--- src/hw/cpu_core_map.svh ---
// Offsets, field positions, reset values and encodings of the core
`ifndef CPU_CORE_MAP_SVH
`define CPU_CORE_MAP_SVH
// Bus register word indexes (byte address = index * 4)
`define WB_CTRL 6'h00
`define WB_STAT 6'h01
`define WB_STACK 6'h02
// Control register fields and reset value
`define CTRL_RUN 0
`define CTRL_BLOCK 2
`define CTRL_ALOCK 4
`define CTRL_RST 8'h01
// Data space map
`define RF_END 16'h001f
`define IO_BASE 16'h0020
`define IO_SREG 16'h005f
`define IO_SPH 16'h005e
`define IO_SPL 16'h005d
`define IO_IEN 16'h005b
// Flash sections and vectors
`define BOOT_START 16'hf000
`define VEC_BASE 16'h0002
// Status flag bit positions
`define SR_I 7
`define SR_T 6
`define SR_H 5
`define SR_S 4
`define SR_V 3
`define SR_N 2
`define SR_Z 1
`define SR_C 0
// Major opcodes in bits 15:12
`define OP_MISC 4'h0
`define OP_UNARY 4'h1
`define OP_MEM 4'h8
`define OP_IO 4'h9
`define OP_JMP 4'hc
`define OP_CALL 4'hd
`define OP_CJMP 4'he
// Misc sub-codes in bits 3:0
`define M_RET 4'h1
`define M_IRET 4'h2
`define M_SEI 4'h3
`define M_CLI 4'h4
`define M_SELFWR 4'h5
`define M_TBLRD 4'h6
// Unary sub-codes 8..11 in bits 11:8
`define U_BST 4'h8
`define U_BLD 4'h9
`define U_PUSH 4'ha
`define U_POP 4'hb
// ALU functions
`define F_ADD 4'h0
`define F_ADC 4'h1
`define F_SUB 4'h2
`define F_SBC 4'h3
`define F_AND 4'h4
`define F_OR 4'h5
`define F_EOR 4'h6
`define F_MOV 4'h7
`define F_COM 4'h8
`define F_NEG 4'h9
`define F_INC 4'ha
`define F_DEC 4'hb
`define F_LSR 4'hc
`define F_ROR 4'hd
`define F_ASR 4'he
`define F_SWAP 4'hf
`endif

--- src/hw/cpu_core_pkg.sv ---
// Types shared by the processor core
package cpu_core_pkg;
	// Sequencer states
	typedef enum logic [3:0] {
		S_EXEC, S_WORD2, S_PUSHH, S_LDW, S_LDC,
		S_RETW, S_RETH, S_RETL, S_LPMW, S_LPMC
	} state_t;
endpackage

--- src/hw/cpu_core.sv ---
// 8-bit Harvard processor core with a Wishbone control slave
// Overview of operation
// - Fetch next word while current one executes
// - Thirty-two 8-bit registers, single-cycle access
// - Two-operand ALU op reads, computes, writes back
// - Three register pairs act as pointers
// - One pointer pair addresses flash tables
// - Register, immediate and single-register ALU forms
// - Arithmetic, logical and bit-manipulation classes
// - Every ALU operation except move and swap updates status flags
// - One-word and two-word instruction formats
// - Jumps and calls reach whole program space
// - Boot and application sections, separate locks
// - Flash self write only from boot section
// - Calls and interrupts stack return address
// - Stack top pointer visible in I/O space
// - Five data addressing modes
// - Lowest vector wins among pending interrupts
// - Global enable flag gates interrupt acceptance
// - 64 I/O addresses at data 0x20-0x5F
// - Status flags not saved on interrupts
// - Interrupt entry clears enable, interrupt return sets
// - Stack moves one per byte, two per address
// - Sign flag equals negative xor overflow
//
// Local design decisions: the Wishbone register port and the address map.
`timescale 1ns/1ps
`include "cpu_core_map.svh"
module cpu_core (
	// Clock and reset
	input wire logic clk_i,
	input wire logic rst_i,
	// Wishbone slave
	input wire logic cyc_i,
	input wire logic stb_i,
	input wire logic we_i,
	input wire logic [7:0] adr_i,
	input wire logic [3:0] sel_i,
	input wire logic [31:0] dat_i,
	output logic [31:0] dat_o,
	output logic ack_o,
	// Program memory
	output logic [15:0] pm_addr_o,
	input wire logic [15:0] pm_data_i,
	// Data memory and external I/O
	output logic [15:0] dm_addr_o,
	output logic [7:0] dm_wdata_o,
	output logic dm_we_o,
	output logic dm_re_o,
	input wire logic [7:0] dm_rdata_i,
	// Interrupt sources
	input wire logic [7:0] irq_i,
	output logic irq_ack_o,
	output logic [2:0] irq_num_o,
	// Flash self write port
	output logic flash_we_o,
	output logic [15:0] flash_addr_o,
	output logic [15:0] flash_data_o
);
	cpu_core_pkg::state_t state_reg, state_next; // Sequencer
	logic [15:0] instruction_fetch_counter_reg; // Word being fetched
	logic [15:0] ifc_next;
	logic [15:0] fetch_reg; // Address of word on pm_data_i
	logic valid_reg, valid_next; // pm_data_i holds a live word
	logic [15:0] ir_reg; // First word of multi-cycle op
	logic [15:0] resume_reg, resume_next; // Where to refetch
	logic [7:0] rethi_reg, rethi_next; // High return byte
	logic [4:0] ldrd_reg, ldrd_next; // Load destination
	logic [7:0] rf [32]; // Working registers
	logic [7:0] sreg_reg, sreg_next; // Status flags
	logic [15:0] stack_top_pointer_reg, stp_next;
	logic [7:0] ien_reg, ien_next; // Per-source enables
	logic [7:0] ctrl_reg; // Run and lock bits
	logic [15:0] dm_addr_next;
	logic [7:0] dm_wd_next;
	logic dm_we_next, dm_re_next;
	logic fw_next, ack_irq_next;
	logic [2:0] irq_num_next;
	logic rf_we, pw_we; // Byte and pointer write ports
	logic [4:0] rf_wa;
	logic [7:0] rf_wd;
	logic [1:0] pw_sel;
	logic [15:0] pw_val;
	logic acc, acc_st; // Data space access request
	logic [4:0] acc_rd;
	logic [15:0] ea; // Effective data address
	logic [7:0] iov; // Core I/O read value
	logic use_alu;
	logic [3:0] fn;
	logic [7:0] opa, opb;
	logic [4:0] rdi;
	logic [15:0] alu_out;
	logic [15:0] ptr, zp, ret;
	logic [7:0] pend, tb;
	logic [15:0] iw;
	logic core_io;

	assign iw = pm_data_i;
	assign pend = irq_i & ien_reg;
	assign pm_addr_o = instruction_fetch_counter_reg;
	assign zp = {rf[5'd31], rf[5'd30]};

	// Program address falls in the boot section
	function automatic logic in_boot(input logic [15:0] a);
		in_boot = (a >= `BOOT_START);
	endfunction

	// Pointer pair 1..3: index of its low register
	function automatic logic [4:0] pair_lo(input logic [1:0] p);
		pair_lo = {2'b11, p, 1'b0};
	endfunction

	// Lowest pending source index
	function automatic logic [2:0] prio(input logic [7:0] p);
		prio = 3'h0;
		for (int i = 7; i >= 0; i--) begin
			if (p[i]) prio = i[2:0];
		end
	endfunction

	// ALU: returns new flags in 15:8 and result in 7:0
	function automatic logic [15:0] alu(input logic [3:0] f,
		input logic [7:0] a, input logic [7:0] b,
		input logic [7:0] sr);
		logic [7:0] x, y, r, s;
		logic [8:0] sum;
		logic [4:0] h;
		logic ci, sb, v;
		s = sr;
		x = a;
		y = b;
		ci = 1'b0;
		sb = (f == `F_SUB) || (f == `F_SBC) || (f == `F_NEG);
		// Subtraction adds the inverted operand
		case (f)
			`F_ADC: ci = sr[`SR_C];
			`F_SUB: begin y = ~b; ci = 1'b1; end
			`F_SBC: begin y = ~b; ci = ~sr[`SR_C]; end
			`F_NEG: begin x = 8'h00; y = ~a; ci = 1'b1; end
			`F_INC: y = 8'h01;
			`F_DEC: y = 8'hff;
			default: ci = 1'b0;
		endcase
		sum = {1'b0, x} + {1'b0, y} + {8'h00, ci};
		h = {1'b0, x[3:0]} + {1'b0, y[3:0]} + {4'h0, ci};
		r = sum[7:0];
		v = (x[7] == y[7]) && (r[7] != x[7]);
		// Arithmetic, logical and bit class results
		case (f)
			`F_ADD, `F_ADC, `F_SUB, `F_SBC, `F_NEG: begin
				s[`SR_C] = sum[8] ^ sb;
				s[`SR_H] = h[4] ^ sb;
				s[`SR_V] = v;
			end
			`F_INC, `F_DEC: s[`SR_V] = v;
			`F_AND: begin r = a & b; s[`SR_V] = 1'b0; end
			`F_OR: begin r = a | b; s[`SR_V] = 1'b0; end
			`F_EOR: begin r = a ^ b; s[`SR_V] = 1'b0; end
			`F_MOV: r = b;
			`F_COM: begin
				r = ~a;
				s[`SR_V] = 1'b0;
				s[`SR_C] = 1'b1;
			end
			`F_LSR: begin r = {1'b0, a[7:1]}; s[`SR_C] = a[0]; end
			`F_ROR: begin
				r = {sr[`SR_C], a[7:1]};
				s[`SR_C] = a[0];
			end
			`F_ASR: begin r = {a[7], a[7:1]}; s[`SR_C] = a[0]; end
			default: r = {a[3:0], a[7:4]};
		endcase
		// Moves and nibble swaps leave the flags alone
		if (f != `F_MOV && f != `F_SWAP) begin
			s[`SR_N] = r[7];
			s[`SR_Z] = (r == 8'h00);
			if (f >= `F_LSR) s[`SR_V] = r[7] ^ s[`SR_C];
			s[`SR_S] = s[`SR_N] ^ s[`SR_V];
		end
		alu = {s, r};
	endfunction

	// Core-resident I/O locations
	always_comb begin
		core_io = 1'b1;
		case (ea)
			`IO_SREG: iov = sreg_reg;
			`IO_SPH: iov = stack_top_pointer_reg[15:8];
			`IO_SPL: iov = stack_top_pointer_reg[7:0];
			`IO_IEN: iov = ien_reg;
			default: begin iov = 8'h00; core_io = 1'b0; end
		endcase
	end

	// Decode and sequencing
	always_comb begin
		state_next = state_reg;
		ifc_next = instruction_fetch_counter_reg;
		valid_next = valid_reg;
		resume_next = resume_reg;
		rethi_next = rethi_reg;
		ldrd_next = ldrd_reg;
		sreg_next = sreg_reg;
		stp_next = stack_top_pointer_reg;
		ien_next = ien_reg;
		dm_addr_next = dm_addr_o;
		dm_wd_next = dm_wdata_o;
		dm_we_next = 1'b0;
		dm_re_next = 1'b0;
		fw_next = 1'b0;
		ack_irq_next = 1'b0;
		irq_num_next = irq_num_o;
		rf_we = 1'b0;
		rf_wa = 5'h00;
		rf_wd = 8'h00;
		pw_we = 1'b0;
		pw_sel = 2'h1;
		pw_val = 16'h0000;
		acc = 1'b0;
		acc_st = 1'b0;
		acc_rd = iw[4:0];
		ea = 16'h0000;
		use_alu = 1'b0;
		fn = `F_ADD;
		opa = rf[iw[4:0]];
		opb = rf[iw[4:0]];
		rdi = iw[4:0];
		alu_out = 16'h0000;
		ptr = {rf[pair_lo(iw[10:9]) + 5'h1], rf[pair_lo(iw[10:9])]};
		ret = fetch_reg + 16'h1;
		tb = zp[0] ? iw[15:8] : iw[7:0];
		case (state_reg)
			cpu_core_pkg::S_EXEC: begin
				if (!ctrl_reg[`CTRL_RUN]) begin
					// Halted: refetch the same word later
					ifc_next = valid_reg ? fetch_reg :
						instruction_fetch_counter_reg;
					valid_next = 1'b0;
				end else if (!valid_reg) begin
					ifc_next = instruction_fetch_counter_reg + 16'h1;
					valid_next = 1'b1;
				end else if (sreg_reg[`SR_I] && |pend) begin
					// Prior instruction done; this one waits
					irq_num_next = prio(pend);
					ack_irq_next = 1'b1;
					dm_we_next = 1'b1;
					dm_addr_next = stack_top_pointer_reg;
					dm_wd_next = fetch_reg[7:0];
					stp_next = stack_top_pointer_reg - 16'h1;
					rethi_next = fetch_reg[15:8];
					resume_next = `VEC_BASE +
						{12'h000, prio(pend), 1'b0};
					sreg_next[`SR_I] = 1'b0;
					valid_next = 1'b0;
					state_next = cpu_core_pkg::S_PUSHH;
				end else begin
					// Next word already on its way
					ifc_next = instruction_fetch_counter_reg + 16'h1;
					valid_next = 1'b1;
					if (iw[15:14] == 2'b01) begin
						// Register with immediate
						use_alu = 1'b1;
						rdi = {1'b1, iw[11:8]};
						opa = rf[{1'b1, iw[11:8]}];
						opb = iw[7:0];
						case (iw[13:12])
							2'h0: fn = `F_SUB;
							2'h1: fn = `F_AND;
							2'h2: fn = `F_OR;
							default: fn = `F_MOV;
						endcase
					end else if (iw[15:13] == 3'b001) begin
						// Two registers
						use_alu = 1'b1;
						fn = {1'b0, iw[12:10]};
						rdi = iw[9:5];
						opa = rf[iw[9:5]];
						opb = rf[iw[4:0]];
					end else begin
						case (iw[15:12])
							`OP_UNARY: begin
								if (!iw[11]) begin
									use_alu = 1'b1;
									fn = {1'b1, iw[10:8]};
								end else if (iw[11:8] == `U_BST) begin
									sreg_next[`SR_T] = rf[iw[4:0]][iw[7:5]];
								end else if (iw[11:8] == `U_BLD) begin
									rf_we = 1'b1;
									rf_wa = iw[4:0];
									rf_wd = rf[iw[4:0]];
									rf_wd[iw[7:5]] = sreg_reg[`SR_T];
								end else if (iw[11:8] == `U_PUSH) begin
									dm_we_next = 1'b1;
									dm_addr_next = stack_top_pointer_reg;
									dm_wd_next = rf[iw[4:0]];
									stp_next = stack_top_pointer_reg -
										16'h1;
								end else begin
									dm_re_next = 1'b1;
									dm_addr_next = stack_top_pointer_reg +
										16'h1;
									stp_next = dm_addr_next;
									ldrd_next = iw[4:0];
									resume_next = instruction_fetch_counter_reg;
									valid_next = 1'b0;
									state_next = cpu_core_pkg::S_LDW;
								end
							end
							`OP_MEM: begin
								if (iw[10:9] == 2'h0) begin
									state_next = cpu_core_pkg::S_WORD2;
								end else begin
									// Pointer modes
									acc = 1'b1;
									acc_st = iw[11];
									pw_sel = iw[10:9];
									case (iw[8:7])
										2'h0: ea = ptr;
										2'h1: begin
											ea = ptr;
											pw_we = 1'b1;
											pw_val = ptr + 16'h1;
										end
										2'h2: begin
											ea = ptr - 16'h1;
											pw_we = 1'b1;
											pw_val = ea;
										end
										default: ea = ptr + {14'h0, iw[6:5]};
									endcase
								end
							end
							`OP_IO: begin
								acc = 1'b1;
								acc_st = iw[11];
								ea = `IO_BASE + {10'h000, iw[10:5]};
							end
							`OP_JMP, `OP_CALL, `OP_CJMP:
								state_next = cpu_core_pkg::S_WORD2;
							`OP_MISC: begin
								case (iw[3:0])
									`M_RET, `M_IRET: begin
										dm_re_next = 1'b1;
										dm_addr_next = stack_top_pointer_reg +
											16'h1;
										valid_next = 1'b0;
										state_next = cpu_core_pkg::S_RETW;
									end
									`M_SEI: sreg_next[`SR_I] = 1'b1;
									`M_CLI: sreg_next[`SR_I] = 1'b0;
									`M_SELFWR: fw_next = in_boot(fetch_reg) &&
										!(in_boot(zp) ? ctrl_reg[`CTRL_BLOCK] :
										ctrl_reg[`CTRL_ALOCK]);
									`M_TBLRD: begin
										ifc_next = {1'b0, zp[15:1]};
										resume_next = instruction_fetch_counter_reg;
										valid_next = 1'b0;
										state_next = cpu_core_pkg::S_LPMW;
									end
									default: valid_next = 1'b1;
								endcase
							end
							default: valid_next = 1'b1;
						endcase
					end
					if (use_alu) begin
						alu_out = alu(fn, opa, opb, sreg_reg);
						rf_we = 1'b1;
						rf_wa = rdi;
						rf_wd = alu_out[7:0];
						sreg_next = alu_out[15:8];
					end
				end
			end
			cpu_core_pkg::S_WORD2: begin
				// Second word is on pm_data_i now
				ifc_next = instruction_fetch_counter_reg + 16'h1;
				valid_next = 1'b1;
				state_next = cpu_core_pkg::S_EXEC;
				case (ir_reg[15:12])
					`OP_JMP: begin
						ifc_next = iw;
						valid_next = 1'b0;
					end
					`OP_CJMP: begin
						if (sreg_reg[ir_reg[10:8]] == ir_reg[11]) begin
							ifc_next = iw;
							valid_next = 1'b0;
						end
					end
					`OP_CALL: begin
						dm_we_next = 1'b1;
						dm_addr_next = stack_top_pointer_reg;
						dm_wd_next = ret[7:0];
						stp_next = stack_top_pointer_reg - 16'h1;
						rethi_next = ret[15:8];
						resume_next = iw;
						ifc_next = instruction_fetch_counter_reg;
						valid_next = 1'b0;
						state_next = cpu_core_pkg::S_PUSHH;
					end
					default: begin
						acc = 1'b1;
						acc_st = ir_reg[11];
						acc_rd = ir_reg[4:0];
						ea = iw;
					end
				endcase
			end
			cpu_core_pkg::S_PUSHH: begin
				dm_we_next = 1'b1;
				dm_addr_next = stack_top_pointer_reg;
				dm_wd_next = rethi_reg;
				stp_next = stack_top_pointer_reg - 16'h1;
				ifc_next = resume_reg;
				valid_next = 1'b0;
				state_next = cpu_core_pkg::S_EXEC;
			end
			cpu_core_pkg::S_LDW: state_next = cpu_core_pkg::S_LDC;
			cpu_core_pkg::S_LDC: begin
				rf_we = 1'b1;
				rf_wa = ldrd_reg;
				rf_wd = dm_rdata_i;
				ifc_next = resume_reg;
				valid_next = 1'b0;
				state_next = cpu_core_pkg::S_EXEC;
			end
			cpu_core_pkg::S_RETW: begin
				dm_re_next = 1'b1;
				dm_addr_next = stack_top_pointer_reg + 16'h2;
				state_next = cpu_core_pkg::S_RETH;
			end
			cpu_core_pkg::S_RETH: begin
				rethi_next = dm_rdata_i;
				state_next = cpu_core_pkg::S_RETL;
			end
			cpu_core_pkg::S_RETL: begin
				ifc_next = {rethi_reg, dm_rdata_i};
				stp_next = stack_top_pointer_reg + 16'h2;
				if (ir_reg[3:0] == `M_IRET) sreg_next[`SR_I] = 1'b1;
				valid_next = 1'b0;
				state_next = cpu_core_pkg::S_EXEC;
			end
			cpu_core_pkg::S_LPMW: state_next = cpu_core_pkg::S_LPMC;
			cpu_core_pkg::S_LPMC: begin
				// Cross-section reads obey the read lock
				rf_we = 1'b1;
				rf_wa = 5'h00;
				rf_wd = tb;
				if (in_boot(zp) != in_boot(resume_reg - 16'h1) &&
					(in_boot(zp) ? ctrl_reg[`CTRL_BLOCK + 1] :
					ctrl_reg[`CTRL_ALOCK + 1])) rf_wd = 8'h00;
				ifc_next = resume_reg;
				valid_next = 1'b0;
				state_next = cpu_core_pkg::S_EXEC;
			end
			default: state_next = cpu_core_pkg::S_EXEC;
		endcase
		// Data space access: registers, core I/O, then bus
		if (acc) begin
			if (ea <= `RF_END) begin
				rf_we = 1'b1;
				rf_wa = acc_st ? ea[4:0] : acc_rd;
				rf_wd = acc_st ? rf[acc_rd] : rf[ea[4:0]];
			end else if (core_io) begin
				if (!acc_st) begin
					rf_we = 1'b1;
					rf_wa = acc_rd;
					rf_wd = iov;
				end else if (ea == `IO_SREG) begin
					sreg_next = rf[acc_rd];
				end else if (ea == `IO_SPH) begin
					stp_next[15:8] = rf[acc_rd];
				end else if (ea == `IO_SPL) begin
					stp_next[7:0] = rf[acc_rd];
				end else begin
					ien_next = rf[acc_rd];
				end
			end else begin
				dm_addr_next = ea;
				dm_wd_next = rf[acc_rd];
				dm_we_next = acc_st;
				dm_re_next = !acc_st;
				if (!acc_st) begin
					// Loads from the bus stall and refetch
					ldrd_next = acc_rd;
					resume_next = instruction_fetch_counter_reg;
					ifc_next = instruction_fetch_counter_reg;
					valid_next = 1'b0;
					state_next = cpu_core_pkg::S_LDW;
				end
			end
		end
	end

	// Fetch pipeline and sequencer state
	always_ff @(posedge clk_i) begin
		if (rst_i) begin
			state_reg <= cpu_core_pkg::S_EXEC;
			instruction_fetch_counter_reg <= 16'h0000;
			fetch_reg <= 16'h0000;
			valid_reg <= 1'b0;
			ir_reg <= 16'h0000;
		end else begin
			state_reg <= state_next;
			instruction_fetch_counter_reg <= ifc_next;
			fetch_reg <= instruction_fetch_counter_reg;
			valid_reg <= valid_next;
			if (state_reg == cpu_core_pkg::S_EXEC) ir_reg <= iw;
		end
	end

	// Sequencer scratch registers
	always_ff @(posedge clk_i) begin
		if (rst_i) begin
			resume_reg <= 16'h0000;
			rethi_reg <= 8'h00;
			ldrd_reg <= 5'h00;
		end else begin
			resume_reg <= resume_next;
			rethi_reg <= rethi_next;
			ldrd_reg <= ldrd_next;
		end
	end

	// Working registers: pointer port, then byte port
	always_ff @(posedge clk_i) begin
		if (rst_i) begin
			for (int i = 0; i < 32; i++) rf[i] <= 8'h00;
		end else begin
			if (pw_we) begin
				rf[pair_lo(pw_sel)] <= pw_val[7:0];
				rf[pair_lo(pw_sel) + 5'h1] <= pw_val[15:8];
			end
			if (rf_we) rf[rf_wa] <= rf_wd;
		end
	end

	// Flags, stack top and enables; stack starts at zero
	always_ff @(posedge clk_i) begin
		if (rst_i) begin
			sreg_reg <= 8'h00;
			stack_top_pointer_reg <= 16'h0000;
			ien_reg <= 8'h00;
		end else begin
			sreg_reg <= sreg_next;
			stack_top_pointer_reg <= stp_next;
			ien_reg <= ien_next;
		end
	end

	// Registered memory, interrupt and flash outputs
	always_ff @(posedge clk_i) begin
		if (rst_i) begin
			dm_addr_o <= 16'h0000;
			dm_wdata_o <= 8'h00;
			dm_we_o <= 1'b0;
			dm_re_o <= 1'b0;
			irq_ack_o <= 1'b0;
			irq_num_o <= 3'h0;
			flash_we_o <= 1'b0;
			flash_addr_o <= 16'h0000;
			flash_data_o <= 16'h0000;
		end else begin
			dm_addr_o <= dm_addr_next;
			dm_wdata_o <= dm_wd_next;
			dm_we_o <= dm_we_next;
			dm_re_o <= dm_re_next;
			irq_ack_o <= ack_irq_next;
			irq_num_o <= irq_num_next;
			flash_we_o <= fw_next;
			if (fw_next) begin
				flash_addr_o <= zp;
				flash_data_o <= {rf[5'd1], rf[5'd0]};
			end
		end
	end

	// Wishbone slave: ack one cycle after the request
	always_ff @(posedge clk_i) begin
		if (rst_i) begin
			ack_o <= 1'b0;
			dat_o <= 32'h00000000;
			ctrl_reg <= `CTRL_RST;
		end else begin
			ack_o <= cyc_i && stb_i && !ack_o;
			if (cyc_i && stb_i && !ack_o) begin
				case (adr_i[7:2])
					`WB_CTRL: dat_o <= {24'h000000, ctrl_reg};
					`WB_STAT: dat_o <= {8'h00, sreg_reg,
						instruction_fetch_counter_reg};
					`WB_STACK: dat_o <= {16'h0000, stack_top_pointer_reg};
					default: dat_o <= 32'h00000000;
				endcase
			end
			// Write lands on the acknowledging edge
			if (cyc_i && stb_i && ack_o && we_i && sel_i[0] &&
				adr_i[7:2] == `WB_CTRL) ctrl_reg <= dat_i[7:0];
		end
	end
endmodule

--- config.mk ---
export PLATFORM = sky130hd
export DESIGN_NAME = cpu_core
export DESIGN_NICKNAME = d
export VERILOG_FILES = /design/src/hw/cpu_core_pkg.sv /design/src/hw/cpu_core.sv
export VERILOG_INCLUDE_DIRS = /design/src /design/src/hw
export SDC_FILE = /design/constraint.sdc
export NUM_CORES = 2
export LEC_CHECK = 0
export ABC_AREA = 0
export BUFFER_PORTS_ARGS = -buffer_cell sky130_fd_sc_hd__buf_4
export CAP_MARGIN = 20
export CORE_MARGIN = 3
export CORE_UTILIZATION = 45
export CTS_CLUSTER_DIAMETER = 80
export DETAILED_ROUTE_END_ITERATION = 8
export PLACE_DENSITY = 0.59
export SLEW_MARGIN = 20
export SYNTH_ARGS = -nofsm -noshare
export SYNTH_HDL_FRONTEND = slang
export SYNTH_SLANG_ARGS = --single-unit
--- constraint.sdc ---
create_clock -name clk_i -period 10.55 [get_ports clk_i]
set_clock_uncertainty 0.2 [all_clocks]
set_input_delay 3.165 -clock clk_i [delete_from_list [all_inputs] [get_ports clk_i]]
set_output_delay 3.165 -clock clk_i [all_outputs]
set_load 0.01 [all_outputs]
; ---- After elaboration in Yosys (flattened, before gate mapping)
; Memory sizes are Yosys's and may differ from the RTL's. A register that Yosys moved wholly into a read port is not among the register bits.
; Cells that the tools add are included.
[classes]
addsub = 17
n_lt_le_gt_ge = 8
n_eq_ne = 65
muxes = 418
bitwise_logic = 18
n_reduce_logical = 51
[ops]
columns = op, n
row1 = two-way mux 16 bit, 73
row2 = two-way mux 8 bit, 76
row3 = case mux 16 bit (2 select lines), 7
row4 = case mux 16 bit (4 select lines), 3
row5 = two-way mux 5 bit, 37
row6 = two-way mux 1 bit, 141
row7 = two-way mux 4 bit, 23
row8 = "equality test 4 bit, second input constant", 20
row9 = case mux 24 bit (3 select lines), 1
row10 = case mux 8 bit (3 select lines), 3
row11 = case mux 8 bit (9 select lines), 1
row12 = "adder 16 x 1 -> 16 bit, second input constant", 4
row13 = "equality test 16 x 7 -> 1 bit, second input constant", 4
row14 = case mux 8 bit (4 select lines), 2
row15 = "greater-or-equal comparator 16 bit, second input constant", 3
row16 = case mux 16 bit (3 select lines), 1
row17 = "subtractor 16 x 1 -> 16 bit, second input constant", 3
row18 = "equality test 4 x 3 -> 1 bit, second input constant", 11
row19 = two-way mux 3 bit, 12
row20 = OR reduction 8 bit, 4
row21 = "equality test 4 x 2 -> 1 bit, second input constant", 7
row22 = case mux 1 bit (2 select lines), 12
row23 = case mux 4 bit (6 select lines), 1
row24 = two-way mux 2 bit, 11
row25 = 56 further kinds, 117
[word_totals]
ff_bits = 202
ram_bits = 256
in_bits = 81
out_inout_bits = 112
n_memories = 1
[memory_table]
columns = memory, depth, width, rd, rd_clocked_by_memory_dff, write_ports, line_no
row1 = rf, 32, 8, 11, 2, 32, cpu_core.sv:69  ; logic [7:0] rf [32];

; ---- Depth between registers and ports, before layout
[depth]
depth_word = 45
mapped_depth = 29
ltp_nobuf = 22

; ---- Worst setup path after synthesis
; No wires, ideal clock.
[synth_timing]
kind = input -> register
from = in pm_data_i[5]
to = mem rf[20][6] (data pin)
setup_ns = 0.263
arrival_ns = 9.166
required_time_ns = 10.087
setup_slack_ns = 0.921
stages = 27
n_path_buf = 7
cell_sequence = buf_1 > buf_2 > buf_1 > buf_1 > buf_2 > mux2_2 > a221oi_1 > o22ai_1 > mux4_2 > a211o_1 > nand2_1 > fa_1 > inv_1 > fa_1 > a21o_1 > a21oi_1 > o21bai_1 > a21oi_1 > xor2_1 > o221ai_1 > o31ai_1 > o21ai_0 > o22ai_1 > or2_2 > buf_2 > buf_2 > nor2_1
[synth_lines]
columns = item, line_no
row1 = start: declaration, cpu_core.sv:44  ; input wire logic [15:0] pm_data_i,
row2 = end: declaration, cpu_core.sv:69

==> impl_metrics.tcl <==
set metrics [dict create \
    ys_seq_area_frac 0.305 \
    synth_edf_count 256 \
    cts_setup_buffers 0 \
    rr_startpoint "rf[30][0]$_DFFE_PP_" \
    clockBufferDepth 3 \
    synthToLayoutAreaGrowth_pct 13.2 \
    reg2regPathDepth 15 \
    crit_type "input pin to flop" \
    cp-startpoint "pm_data_i[0]" \
    insertion_delay_ns 0.66 \
    synth.top_cell.area_share 0.198 \
    drt-wirelength-per-cell_um 35.5 \
    yosysMostFrequentCell "nand2_1" \
    die-area_um2 89600 \
    track_usage 0.440 \
    antenna_found_initial 4 \
    grt_pass1_vias 38107 \
    place_area_um2 42000 \
    gp_congestion 1.06 \
    drt-initial-drc-count 7068 \
    cp_cell_sequence "buf_4 -> buf_4 -> mux4_2 -> mux4_2 -> mux2_2 -> nand2b_1 -> o21ai_0 -> a221oi_1 -> a21oi_1 -> ha_1 -> a21oi_1 -> o21bai_1 -> a21oi_1 -> xor2_1 -> o221ai_1 -> o31ai_1 -> buf_4 -> o21ai_0 -> o22ai_1 -> buf_4 -> or2_2 -> buf_12 -> mux2i_1" \
    cp.required_ns 10.72 \
    numCtsBuffers 54 \
    final_cells 5754 \
    setup-tns-final_ns 0 \
    antenna_left 0 \
    ys_ff_latch 463 \
    fmax_mhz 107 \
    critPathLaunchType "input pin" \
    via_per_inst 7.27 \
    rows 106 \
    maxSlewHeadroom 0.199 \
    tightest_slew_ns 1.20 \
    min_to "flash_data_o[8]$_SDFFE_PP0P_" \
    cts_resized 0 \
    crit_fanout 39 \
    grt_max_degree 84 \
    rsz0062_at_grt "no" \
    grt_pass1_wl_mm 287 \
    dpl.hpwl_mm 149 \
    crit_top_cell "buf_4" \
    max_stage_delay_ns 0.68 \
    finalSetupViolCount 0 \
    min_period_ns 9.35 \
    reg_top3 "rf: 256 flops, dat_o: 24 flops" \
    power_leakage_nw 16.0 \
    hold_viol 0 \
    io_pins 193 \
    start_util 0.459 \
    die_w_um 299 \
    clk_pin_slew_ns 0.06 \
    final_area_um2 43800 \
    arrival_ns 9.52 \
    synth_top_area_cell "edfxtp_1" \
    share_clk_of_total_power 0.226 \
    yosys_warnings 0 \
    dp_cells 5654 \
    hp-class "flop to flop" \
    status "finished with violations" \
    tritoncts "yes" \
    netlist_area_um2 38700 \
    cp_slowest_cell "buf_4" \
    grt.overflow.total 0 \
    switching_power_w 0.00406 \
    drive_gt1_frac 0.180 \
    worstHoldStart "flash_data_o[8]$_SDFFE_PP0P_" \
    hold_depth 2 \
    combPwrFrac 0.488 \
    intPower_w 0.00459 \
    cts_root_buf "clkbuf_16" \
    postSynthCellCount 4520 \
    synth-async-reset-ratio 0 \
    cp-end-kind "flop" \
    finalMaxSlewViolations 0 \
    drt-pass1-iter-count 9 \
    netlist_top_cells_count "673 x nand2_1, 519 x nor2_1, 306 x clkbuf_1" \
    reg2reg_slack_ns 3.41 \
    avgSynthCellArea_um2 8.57 \
    drt-total-wl_mm 204 \
    largest_register_ff_count 256 \
    htreeDepth 2 \
    regMostFlops "rf" \
    cts.sink_count 463 \
    synth_area_leaders "edfxtp_1 20%, dfxtp_1 11%, mux4_2 9.8%, mux2i_1 6.8%, nand2_1 6.5%" \
    swShare 0.469 \
    violations "design-rule violations" \
    maxCapViolations 0 \
    power_density_nw_per_um2 197 \
    core_area_um2 84500 \
    ir_drop_v 0.000140 \
    synthFlopType "edfxtp_1" \
    r2r-end "rf[28][2]$_DFFE_PP_" \
    route.vias.total 41815 \
    fin_crit_sh 0.886 \
    synth_cell_types 103 \
    postCtsHoldBufs 0 \
    final_net_count 4704 \
    port-buffer-count 155 \
    p_seq_frac 0.285 \
    die_y_um 299 \
    route.detailed.drc 1 \
]
[worst max-delay path, delay by kind of cell]
| family | cells | cell delay [ns] |
|---|---|---|
| fa+ha+maj | 1 | 0.29 |
| buf+inv | 5 | 1.67 |
| xor+xnor | 1 | 0.26 |
| mux | 4 | 1.68 |
| compound gates | 10 | 1.98 |
| simple gates | 2 | 0.40 |
[logic make-up after synthesis]
group                    after synthesis  share of synthesized area
multiplexers                         499                      0.185
AND/OR/NAND/NOR                     1789                      0.213
other                                  1                  0.0000968
flip-flops                           463                      0.305
AO/OA/AOI/OAI                       1166                      0.213
XOR/XNOR                              73                     0.0165
buffers and inverters                482                     0.0505
adder cells (fa/ha/maj)               47                     0.0158
[area by class of cell]
type,count,area [um^2]
tap,1134,1420
sequential,463,11800
fill,8091,40600
timing repair buffer,421,3380
clock inverter,21,250
inverter,54,203
clock buffer,77,1560
antenna,2,5.00
multi-input combinational,3582,25200
[worst max path at each step]
stage | end | depth (start not counted)
final | rf[30][6]$_DFFE_PP_ | 23
after global routing | rf[30][6]$_DFFE_PP_ | 23
after CTS | rf[30][6]$_DFFE_PP_ | 23
after detailed placement | rf[30][6]$_DFFE_PP_ | 23
after global placement | rf[30][6]$_DFFE_PP_ | 23
after floorplan | rf[20][6]$_SDFFCE_PN0P_ | 27
[power by group through the flow]
stage | Combinational [W] | Clock (W) | Sequential [W]
6_report | 0.00422 | 0.00196 | 0.00247
4_1_cts | 0.00403 | 0.00197 | 0.00244
5_1_grt | 0.00436 | 0.00203 | 0.00246
2_1_floorplan | 0.00244 | 0 | 0.00226
3_5_place_dp | 0.00402 | 0 | 0.00248
3_3_place_gp | 0.00400 | 0 | 0.00248
[layout by cell type (no fill, tap or decap), types with 17 or more instances in the layout]
cell,n
nand2_1,672
nor2_1,518
buf_4,402
mux2i_1,259
a21oi_1,256
edfxtp_1,256
dfxtp_1,207
mux4_2,168
o21ai_0,152
nand3_1,124
a211oi_1,98
a221oi_1,95
a22oi_1,94
nor3_1,83
mux2_2,65
and3_1,61
clkbuf_16,56
a311oi_1,54
inv_1,53
o221ai_1,49
nand2b_1,47
ha_1,44
xor2_1,38
nand4_1,36
xnor2_1,35
nor2b_1,32
o31ai_1,32
nor4_1,29
o211ai_1,28
and2_1,27
a31oi_1,26
a22o_1,24
or3_1,23
o22ai_1,21
a21o_1,20
nor3b_1,19
a222oi_1,19
a32oi_1,17
buf_12,17
[metal layers]
metal / up-vias / share of wire / wire length (um) / track usage
met5: - / 0.00016 / 32 / 0
met4: 4 / 0.090 / 18500 / 0.309
met3: 837 / 0.13 / 26400 / 0.123
met2: 3339 / 0.41 / 84700 / 0.638
met1: 20333 / 0.37 / 74800 / 0.565
li1: 17302 / - / - / -
[metrics by stage]
step            util  setup WS, ns  hold slack, ns  total power [W]
2_1_floorplan      -         0.921           0.244          0.00469
3_3_place_gp   0.497         0.826           0.241          0.00648
3_5_place_dp   0.497         0.794           0.245          0.00649
4_1_cts        0.519          1.44           0.253          0.00843
5_1_grt        0.519         0.926           0.277          0.00886
6_report       0.519          1.20           0.251          0.00865
Power figures use the tool's default switching activity.
